`src/cca_pkg.sv`:
```
package cca_pkg;

    // array shape
    localparam int CCA_CHANNELS    = 16;
    localparam int CCA_TIMERS      = 2;
    localparam int CCA_WIDTH       = 16;
    localparam int CCA_PAIR_OFFSET = 8;
    localparam int CCA_PRE_BITS    = 7;
    localparam int CCA_PRE_SEL_W   = 3;

    // staggered operation: one timer step every eight system clocks
    localparam int             CCA_STAGGER_DIV  = 8;
    localparam logic [2:0]     CCA_STG_LAST     = 3'h7;

    // counter limits and reset values
    localparam logic [15:0]    CCA_TIMER_MAX    = 16'hFFFF;
    localparam logic [15:0]    CCA_TIMER_RST    = 16'h0000;
    localparam logic [15:0]    CCA_RELOAD_RST   = 16'h0000;
    localparam logic [15:0]    CCA_VALUE_RST    = 16'h0000;
    localparam logic [15:0]    CCA_ONE          = 16'h0001;
    localparam logic [6:0]     CCA_PRE_RST      = 7'h00;
    localparam logic [6:0]     CCA_PRE_ONE      = 7'h01;
    localparam logic [6:0]     CCA_PRE_ALL      = 7'h7F;
    localparam logic [2:0]     CCA_STG_RST      = 3'h0;
    localparam logic [2:0]     CCA_STG_ONE      = 3'h1;
    localparam logic [2:0]     CCA_PRE_SEL_RST  = 3'h0;

    typedef logic [CCA_WIDTH-1:0] cca_word_t;

    // channel operating modes
    typedef enum logic [3:0] {
        cca_mode_off,
        cca_mode_cap_rise,
        cca_mode_cap_fall,
        cca_mode_cap_both,
        cca_mode_cmp0,
        cca_mode_cmp1,
        cca_mode_cmp2,
        cca_mode_cmp3,
        cca_mode_cmp_dbl
    } cca_mode_e;

    // timer count sources
    typedef enum logic [1:0] {
        cca_src_prescaler,
        cca_src_aux_ovf,
        cca_src_ext_count
    } cca_src_e;

endpackage

```
`src/cca_sync.sv`:
```
`timescale 1ns/1ps
module cca_sync (
    input  wire logic clk,
    input  wire logic srst,
    input  wire logic pin_in,
    output logic      level,
    output logic      rise,
    output logic      fall
);
    logic s1_ff;
    logic s2_ff;
    logic s3_ff;
    logic level_ff;
    logic rise_ff;
    logic fall_ff;
    logic agree;
    logic nxt_level;

    // a change counts only once the second and third stages agree
    assign agree     = (s2_ff == s3_ff);
    assign nxt_level = agree ? s3_ff : level_ff;

    // s1 is read by s2 alone, metastability stays in the first stage
    always_ff @(posedge clk) begin
        if (srst) begin
            s1_ff    <= 1'b0;
            s2_ff    <= 1'b0;
            s3_ff    <= 1'b0;
            level_ff <= 1'b0;
            rise_ff  <= 1'b0;
            fall_ff  <= 1'b0;
        end else begin
            s1_ff    <= pin_in;
            s2_ff    <= s1_ff;
            s3_ff    <= s2_ff;
            level_ff <= nxt_level;
            rise_ff  <= nxt_level & ~level_ff;
            fall_ff  <= ~nxt_level & level_ff;
        end
    end

    assign level = level_ff;
    assign rise  = rise_ff;
    assign fall  = fall_ff;
endmodule

```
`src/cca_timer.sv`:
```
`timescale 1ns/1ps
module cca_timer
    import cca_pkg::*;
(
    input  wire logic               clk,
    input  wire logic               srst,
    input  wire logic               tick,
    input  wire logic               cnt_wr,
    input  wire cca_pkg::cca_word_t cnt_wdata,
    input  wire logic               reload_wr,
    input  wire cca_pkg::cca_word_t reload_wdata,
    output cca_pkg::cca_word_t      cnt,
    output logic                    step,
    output logic                    ovf
);
    cca_word_t cnt_ff;
    cca_word_t reload_ff;
    logic      step_ff;
    logic      ovf_ff;
    logic      at_max;
    cca_word_t nxt_cnt;

    // wrap reloads instead of rolling to zero, the reload sets the period
    assign at_max  = (cnt_ff == CCA_TIMER_MAX);
    assign nxt_cnt = cnt_wr ? cnt_wdata :
                     !tick  ? cnt_ff :
                     at_max ? reload_ff : cnt_ff + CCA_ONE;

    always_ff @(posedge clk) begin
        if (srst) begin
            cnt_ff    <= CCA_TIMER_RST;
            reload_ff <= CCA_RELOAD_RST;
            step_ff   <= 1'b0;
            ovf_ff    <= 1'b0;
        end else begin
            cnt_ff    <= nxt_cnt;
            reload_ff <= reload_wr ? reload_wdata : reload_ff;
            step_ff   <= tick & ~cnt_wr;
            ovf_ff    <= tick & ~cnt_wr & at_max;
        end
    end

    assign cnt  = cnt_ff;
    assign step = step_ff;
    assign ovf  = ovf_ff;
endmodule

```
`src/cca_array.sv`:
```
`timescale 1ns/1ps
module cca_array (
    // clock and reset
    input  wire logic               clk,
    input  wire logic               srst,

    // configuration, taken on cfg_load
    input  wire logic               cfg_load,
    input  cca_pkg::cca_mode_e      chan_mode      [cca_pkg::CCA_CHANNELS],
    input  wire logic [15:0]        chan_timer_sel,
    input  wire logic [15:0]        chan_single,
    input  wire logic               stagger_en,
    input  wire logic [1:0]         tmr_run,
    input  cca_pkg::cca_src_e       tmr_src        [cca_pkg::CCA_TIMERS],
    input  wire logic [2:0]         tmr_pre        [cca_pkg::CCA_TIMERS],

    // software writes
    input  wire logic [15:0]        chan_wr,
    input  wire cca_pkg::cca_word_t chan_wdata,
    input  wire logic [1:0]         tmr_wr,
    input  wire cca_pkg::cca_word_t tmr_wdata,
    input  wire logic [1:0]         reload_wr,
    input  wire cca_pkg::cca_word_t reload_wdata,

    // count sources from outside the array
    input  wire logic               aux_ovf,
    input  wire logic [1:0]         ext_count_in,

    // channel pins
    input  wire logic [15:0]        chan_pin_in,
    output logic [15:0]             chan_pin_out,
    output logic [15:0]             chan_pin_oe_n,

    // results
    output cca_pkg::cca_word_t      chan_value     [cca_pkg::CCA_CHANNELS],
    output logic [15:0]             chan_irq,
    output cca_pkg::cca_word_t      timer_value    [cca_pkg::CCA_TIMERS],
    output logic [1:0]              timer_ovf
);
    import cca_pkg::*;

    // stored configuration
    // copied only on cfg_load, so a write never half-applies
    cca_mode_e   mode_ff   [CCA_CHANNELS];
    logic [15:0] tsel_ff;
    logic [15:0] single_ff;
    logic        stagger_ff;
    logic [1:0]  run_ff;
    cca_src_e    src_ff    [CCA_TIMERS];
    logic [2:0]  pre_ff    [CCA_TIMERS];

    // shared dividers
    // one prescaler counter serves both timer taps
    logic [6:0]  pre_cnt_ff;
    logic [2:0]  stg_cnt_ff;
    logic        stg_hit;

    // timer results
    // step and wrap pulses line up with the new count
    cca_word_t   t_cnt     [CCA_TIMERS];
    logic [1:0]  t_step;
    logic [1:0]  t_ovf;
    logic [1:0]  t_tick;
    logic [1:0]  ext_rise;

    // channel state
    // fired is the once-per-period latch, spent the single-event one
    cca_word_t   val_ff    [CCA_CHANNELS];
    logic [15:0] pin_ff;
    logic [15:0] oe_n_ff;
    logic [15:0] irq_ff;
    logic [15:0] fired_ff;
    logic [15:0] spent_ff;
    logic [15:0] pin_rise;
    logic [15:0] pin_fall;

    // prescaler tap: true on the last cycle of a 2^sel period
    // sel low bits all ones mark that cycle; sel of zero ticks every clock
    // free-running, so the first tick after a start may come early
    function automatic logic pre_hit(input logic [6:0] cnt, input logic [2:0] sel);
        logic [6:0] mask;
        mask = CCA_PRE_ALL >> (3'h7 - sel);
        return (cnt & mask) == mask;
    endfunction

    // modes that own the pin as an output
    // the enable is derived, so a capture pin is never driven
    function automatic logic drives_pin(input cca_mode_e m);
        return (m == cca_mode_cmp1) || (m == cca_mode_cmp3) || (m == cca_mode_cmp_dbl);
    endfunction

    // modes that compare rather than capture
    function automatic logic is_compare(input cca_mode_e m);
        return (m == cca_mode_cmp0) || (m == cca_mode_cmp1) || (m == cca_mode_cmp2) ||
               (m == cca_mode_cmp3) || (m == cca_mode_cmp_dbl);
    endfunction

    // timer and global config; reset leaves every channel off
    // timers stay stopped until software runs them
    always_ff @(posedge clk) begin
        if (srst) begin
            tsel_ff    <= 16'h0000;
            single_ff  <= 16'h0000;
            stagger_ff <= 1'b0;
            run_ff     <= 2'h0;
        end else if (cfg_load) begin
            tsel_ff    <= chan_timer_sel;
            single_ff  <= chan_single;
            stagger_ff <= stagger_en;
            run_ff     <= tmr_run;
        end
    end

    // free running dividers; stagger gives one step per eight clocks
    // shared by both timers, so their ticks stay in phase
    // never restarted by cfg_load: a reload keeps the divider phase
    always_ff @(posedge clk) begin
        if (srst) begin
            pre_cnt_ff <= CCA_PRE_RST;
            stg_cnt_ff <= CCA_STG_RST;
        end else begin
            pre_cnt_ff <= pre_cnt_ff + CCA_PRE_ONE;
            stg_cnt_ff <= stg_cnt_ff + CCA_STG_ONE;
        end
    end

    // last stagger count opens the timer gate
    assign stg_hit = (stg_cnt_ff == CCA_STG_LAST);

    // external count inputs come from pins and are synchronised
    // a pin change becomes a tick about four clocks later
    // single-clock pulses are filtered out, the price of the agree test
    genvar e;
    generate
        for (e = 0; e < CCA_TIMERS; e++) begin : g_ext
            cca_sync u_ext_sync (
                .clk    (clk),
                .srst   (srst),
                .pin_in (ext_count_in[e]),
                .level  (),
                .rise   (ext_rise[e]),
                .fall   ()
            );
        end
    endgenerate

    // two time bases, each with its own source and prescaler
    // the source pick is decoded once per timer
    genvar t;
    generate
        for (t = 0; t < CCA_TIMERS; t++) begin : g_tmr
            logic src_tick;
            logic gate;

            // per-timer source and prescaler, taken on cfg_load
            always_ff @(posedge clk) begin
                if (srst) begin
                    src_ff[t] <= cca_src_prescaler;
                    pre_ff[t] <= CCA_PRE_SEL_RST;
                end else if (cfg_load) begin
                    src_ff[t] <= tmr_src[t];
                    pre_ff[t] <= tmr_pre[t];
                end
            end

            // aux overflow is on our clock, so it needs no synchroniser
            // external counts arrive already edge-detected
            assign src_tick = (src_ff[t] == cca_src_aux_ovf)   ? aux_ovf :
                              (src_ff[t] == cca_src_ext_count) ? ext_rise[t] :
                              pre_hit(pre_cnt_ff, pre_ff[t]);
            // stagger coarsens resolution to eight clocks
            // the gate adds no latency to the tick
            assign gate      = run_ff[t] & (~stagger_ff | stg_hit);
            assign t_tick[t] = src_tick & gate;

            // counter and reload register; a software load beats a tick
            cca_timer u_timer (
                .clk          (clk),
                .srst         (srst),
                .tick         (t_tick[t]),
                .cnt_wr       (tmr_wr[t]),
                .cnt_wdata    (tmr_wdata),
                .reload_wr    (reload_wr[t]),
                .reload_wdata (reload_wdata),
                .cnt          (t_cnt[t]),
                .step         (t_step[t]),
                .ovf          (t_ovf[t])
            );

            // results come straight from the timer flip-flops
            assign timer_value[t] = t_cnt[t];
            assign timer_ovf[t]   = t_ovf[t];
        end
    endgenerate

    // sixteen channels, each with its pin, register and event logic
    // each channel reads both timers, the lower eight also their partner's register
    genvar i;
    generate
        for (i = 0; i < CCA_CHANNELS; i++) begin : g_ch
            // partner index only matters in the lower half
            localparam int PARTNER = (i + CCA_PAIR_OFFSET) % CCA_CHANNELS;
            localparam bit HAS_PAIR = (i < CCA_PAIR_OFFSET);

            // selected timer as seen by this channel
            cca_word_t cnt_i;
            logic      step_i;
            logic      ovf_i;

            // gating, match and capture terms
            logic      armed;
            logic      match_own;
            logic      match_par;
            logic      cap_ev;

            // compare events and the pin next state
            logic      ev0;
            logic      ev1;
            logic      ev2;
            logic      ev3;
            logic      evd;
            logic      cmp_ev;
            logic      toggle;
            logic      nxt_pin;

            // pin as capture trigger, filtered like the count inputs
            cca_sync u_pin_sync (
                .clk    (clk),
                .srst   (srst),
                .pin_in (chan_pin_in[i]),
                .level  (),
                .rise   (pin_rise[i]),
                .fall   (pin_fall[i])
            );

            // per-channel timer selection
            // one select bit steers count, step and wrap together
            assign cnt_i  = tsel_ff[i] ? t_cnt[1] : t_cnt[0];
            assign step_i = tsel_ff[i] ? t_step[1] : t_step[0];
            assign ovf_i  = tsel_ff[i] ? t_ovf[1] : t_ovf[0];

            // compared once per timer step, so a paused timer matches once only
            // a software load of the timer never counts as a match
            assign match_own = step_i & (cnt_i == val_ff[i]);
            // pairs are i and i+8; the upper eight see only their own value
            assign match_par = HAS_PAIR & step_i & (cnt_i == val_ff[PARTNER]);

            // single event channels stop after their first event
            // only a cfg_load rearms them, software must reload to repeat
            assign armed = ~(single_ff[i] & spent_ff[i]);

            // capture edge selection
            // edges arrive some four clocks after the pin moves
            assign cap_ev = armed &
                ((mode_ff[i] == cca_mode_cap_rise & pin_rise[i]) |
                 (mode_ff[i] == cca_mode_cap_fall & pin_fall[i]) |
                 (mode_ff[i] == cca_mode_cap_both & (pin_rise[i] | pin_fall[i])));

            // compare actions per mode
            // modes 2 and 3 hold off until their timer wraps
            assign ev0 = armed & (mode_ff[i] == cca_mode_cmp0) & match_own;
            assign ev1 = armed & (mode_ff[i] == cca_mode_cmp1) & match_own;
            assign ev2 = armed & (mode_ff[i] == cca_mode_cmp2) & match_own & ~fired_ff[i];
            assign ev3 = armed & (mode_ff[i] == cca_mode_cmp3) & match_own & ~fired_ff[i];
            assign evd = armed & (mode_ff[i] == cca_mode_cmp_dbl) & (match_own | match_par);
            assign cmp_ev = ev0 | ev1 | ev2 | ev3 | evd;
            assign toggle = ev1 | evd;

            // in mode 3 the match set beats a same-cycle overflow clear
            // toggling modes never meet ev3, so the order matters for mode 3 only
            assign nxt_pin = toggle ? ~pin_ff[i] :
                             ev3    ? 1'b1 :
                             (mode_ff[i] == cca_mode_cmp3 && ovf_i) ? 1'b0 :
                             pin_ff[i];

            // mode is held internally; reset forces it off
            // a new mode acts the cycle after cfg_load
            always_ff @(posedge clk) begin
                if (srst) begin
                    mode_ff[i] <= cca_mode_off;
                end else if (cfg_load) begin
                    mode_ff[i] <= chan_mode[i];
                end
            end

            // capture has priority over a software write in the same cycle
            // so a write in a capture cycle is lost
            always_ff @(posedge clk) begin
                if (srst) begin
                    val_ff[i] <= CCA_VALUE_RST;
                end else if (cap_ev) begin
                    val_ff[i] <= cnt_i;
                end else if (chan_wr[i]) begin
                    val_ff[i] <= chan_wdata;
                end
            end

            // pin, interrupt and one-per-period bookkeeping
            // the output enable follows the mode one clock later
            always_ff @(posedge clk) begin
                if (srst) begin
                    pin_ff[i]   <= 1'b0;
                    oe_n_ff[i]  <= 1'b1;
                    irq_ff[i]   <= 1'b0;
                    fired_ff[i] <= 1'b0;
                    spent_ff[i] <= 1'b0;
                end else begin
                    pin_ff[i]   <= nxt_pin;
                    oe_n_ff[i]  <= ~drives_pin(mode_ff[i]);
                    irq_ff[i]   <= cap_ev | cmp_ev;
                    // set wins over the overflow clear
                    fired_ff[i] <= (ev2 | ev3) | (fired_ff[i] & ~ovf_i);
                    // rearmed by reconfiguring, unless an event lands now
                    spent_ff[i] <= (cap_ev | cmp_ev) | (spent_ff[i] & ~cfg_load);
                end
            end

            // results leave straight from their flip-flops
            assign chan_value[i] = val_ff[i];
            // capture-mode or off channels stay released even if compare bits linger
            assign chan_pin_out[i]  = pin_ff[i];
            assign chan_pin_oe_n[i] = oe_n_ff[i];
            assign chan_irq[i]      = irq_ff[i];
        end
    endgenerate

endmodule

```
`config.mk`:
```
export PLATFORM = sky130hd
export DESIGN_NAME = cca_array
export DESIGN_NICKNAME = d
export VERILOG_FILES = /design/src/cca_pkg.sv /design/src/cca_sync.sv /design/src/cca_timer.sv /design/src/cca_array.sv
export SDC_FILE = /design/constraint.sdc
export NUM_CORES = 2
export LEC_CHECK = 0
export BUFFER_PORTS_ARGS = -buffer_cell sky130_fd_sc_hd__buf_2
export CAP_MARGIN = 20
export CORE_MARGIN = 5
export CORE_UTILIZATION = 60
export DETAILED_ROUTE_END_ITERATION = 8
export GPL_TIMING_DRIVEN = 0
export HOLD_SLACK_MARGIN = 0.1
export PLACE_DENSITY = 0.9
export SYNTH_ARGS = -nofsm -noshare
export SYNTH_HDL_FRONTEND = slang
export SYNTH_HIERARCHICAL = 1
export SYNTH_SLANG_ARGS = --single-unit
```
`constraint.sdc`:
```
create_clock -name clk -period 6 [get_ports clk]
set_clock_uncertainty 0.05 [all_clocks]
set_input_delay 0.6 -clock clk [delete_from_list [all_inputs] [get_ports clk]]
set_output_delay 0.6 -clock clk [all_outputs]
set_load 0.05 [all_outputs]
```
==> results.md <==
* Status: finished, violations left
* Failing checks: DRC
* Yosys warns at 6
* Met2 wire len at 60600 um
* Final hold violations at 0
* Vias at 33300
* Slew Limit Fails at 0
* Met1 WL at 49500 um
* Commonest non-fill, non-tap cells in the layout: buf_2, nand2_1, mux2i_1, edfxtp_1, o21ai_0
* Met3 wire len at 27300 um
* Max Fclk at 0.191 GHz
* First-pass GRT wire length at 210000 um
* Tot Pwr at 12.1 mW
* Top sig layer: met5
* Layout cells sized above 1 at 20.0%
* Syn nets at 3605
* CTS tree: built
* R2r worst-path depth at 9
* CTS Root Cell: clkbuf_16
* Final min period at 5.23 ns
* Hold path cells at 2
* Commonest non-fill, non-tap cell in the layout: buf_2
* GRT overflow at 0
* Post-CTS Setup Inserts at 0
* Required @ worst endpoint at 6.39 ns
* Tcrit/Tclk final at 87.1%
* CP Capture Type: flop
* PortBufs at 516
* Num ports at 537
* Nets@finish at 4231
* DRT Pass-1 Iters at 9
* RSZ-0062 raised after global routing: false
* Setup TNS at 0 ns
* Die height at 248 um
* # setup viols final at 0
* Avg WL per Cell at 31.6 um
* Die Footprint at 61400 sq um
* VDD IR max at 0.000251 V
* Placed Cells at 4695
* Placer Congestion at 1.06
* Non-filler cells, final at 4856
* Post_cts resized at 0
* DR iter-0 viols at 5996
* Final ANT Viol Nets at 0
* Area Growth Syn to Fin at 19.4%
* Core area at 56200 sq um
* All-layer global routing usage at 47.5%
* Initial antenna violation count at 14
* Worst-Skew Late Latency at 0.67 ns
* Total CTS buffers at 69
* Syn Area/Cell at 9.98 sq um
* Cell Area, Synth at 33900 sq um
* Vias/cell at 6.86
* Via count of the first global-routing pass at 30700
* Slew @ Worst Pin at 1.37 ns
* CTS max path bufs at 3
* Dpl hpwl at 109000 um
* Clock transition at path regs at 0.06 ns
* Clock sink total at 629
* Die boundary width at 248 um
* Starting Density at 60.4%
* Max Cap Viol at 0
* Fill cells at 4148
* CTS H-tree depth at 3
* Crit Path Category: in -> reg
* Row cnt at 87
* Data arrival, critical path at 5.61 ns
* Largest net degree at the start of global routing at 65
* WL final at 154000 um
* Leak Pwr at 15.4 nW
* Post-Route Utilization at 72.2%
* Worst-path fanout max at 28
* Hold_buf cts at 5
* Min-delay worst type: in -> reg
* Post-synthesis cell count at 3401
* Headroom to the max-slew limit at 8.42%
* DRC Markers at 1
* Critical path launch point type: input pin
* Pwr Density at 298 nW/um^2
==> path summary, 6_finish.rpt <==
kind | startpoint | end | slack (ns)
setup / recovery | srst | chan_irq[2] | 0.77
hold / removal | chan_pin_in[5] | g_ch[5].u_pin_sync/s1_ff | 0.10
setup reg to reg | g_tmr[0].u_timer/cnt[14] | chan_irq[5] | 1.32
hold reg to reg | g_ch[10].u_pin_sync/s3_ff | g_ch[10].u_pin_sync/fall | 0.39
==> stage by stage <==
stage	setup slack (ns)	instance area [sq um]	hold slack [ns]
after floorplan	2.68	33900	0.349
after global placement	-2.22	37500	0.364
after detailed placement	0.294	37800	0.373
after CTS	0.957	40300	0.103
after global routing	1.26	40500	0.123
final	0.772	40500	0.103
==> flip-flops by register name, indices dropped and copies added (netlist names), 32 cells and up <==
signal,flops
g_tmr.u_timer/cnt,32
g_tmr.u_timer/reload_ff,32
val_ff,256
mode_ff,64
==> area by class of cell <==
class                           count  area (sq um)  area share (%)
Multi-Input combinational cell   2490         16800            41.5
Clock buffer                       90          1950            4.81
Inverter                           59           224           0.552
Tap cell                          756           946            2.33
Sequential cell                   629         15900            39.2
Buffer                            223          1010            2.50
Antenna cell                       16          40.0          0.0987
Timing Repair Buffer              555          3120            7.71
Clock inverter                     38           523            1.29
==> critical path, stage by stage <==
cell	delay (ns)
buf_4	0.46
clkbuf_1	0.96
clkbuf_1	0.45
buf_6	0.26
clkbuf_1	0.94
clkbuf_1	0.56
buf_1	1.01
nor2_1	0.31
==> where the power goes <==
part	total (mW)	leakage [nW]	internal, mW	switching, mW
combinational	2.29	8.09	0.685	1.61
clock	4.67	1.21	2.69	1.98
sequential	5.11	6.05	4.78	0.325
total	12.1	15.4	8.16	3.91
==> metal layers <==
layer / vias up / track usage (%)
li1: 13400 / -
met1: 15400 / 57.1
met2: 3457 / 65.6
met3: 1008 / 22.6
met4: 6 / 35.7
met5: - / 0
No activity file was read; power rests on OpenSTA's default activity.
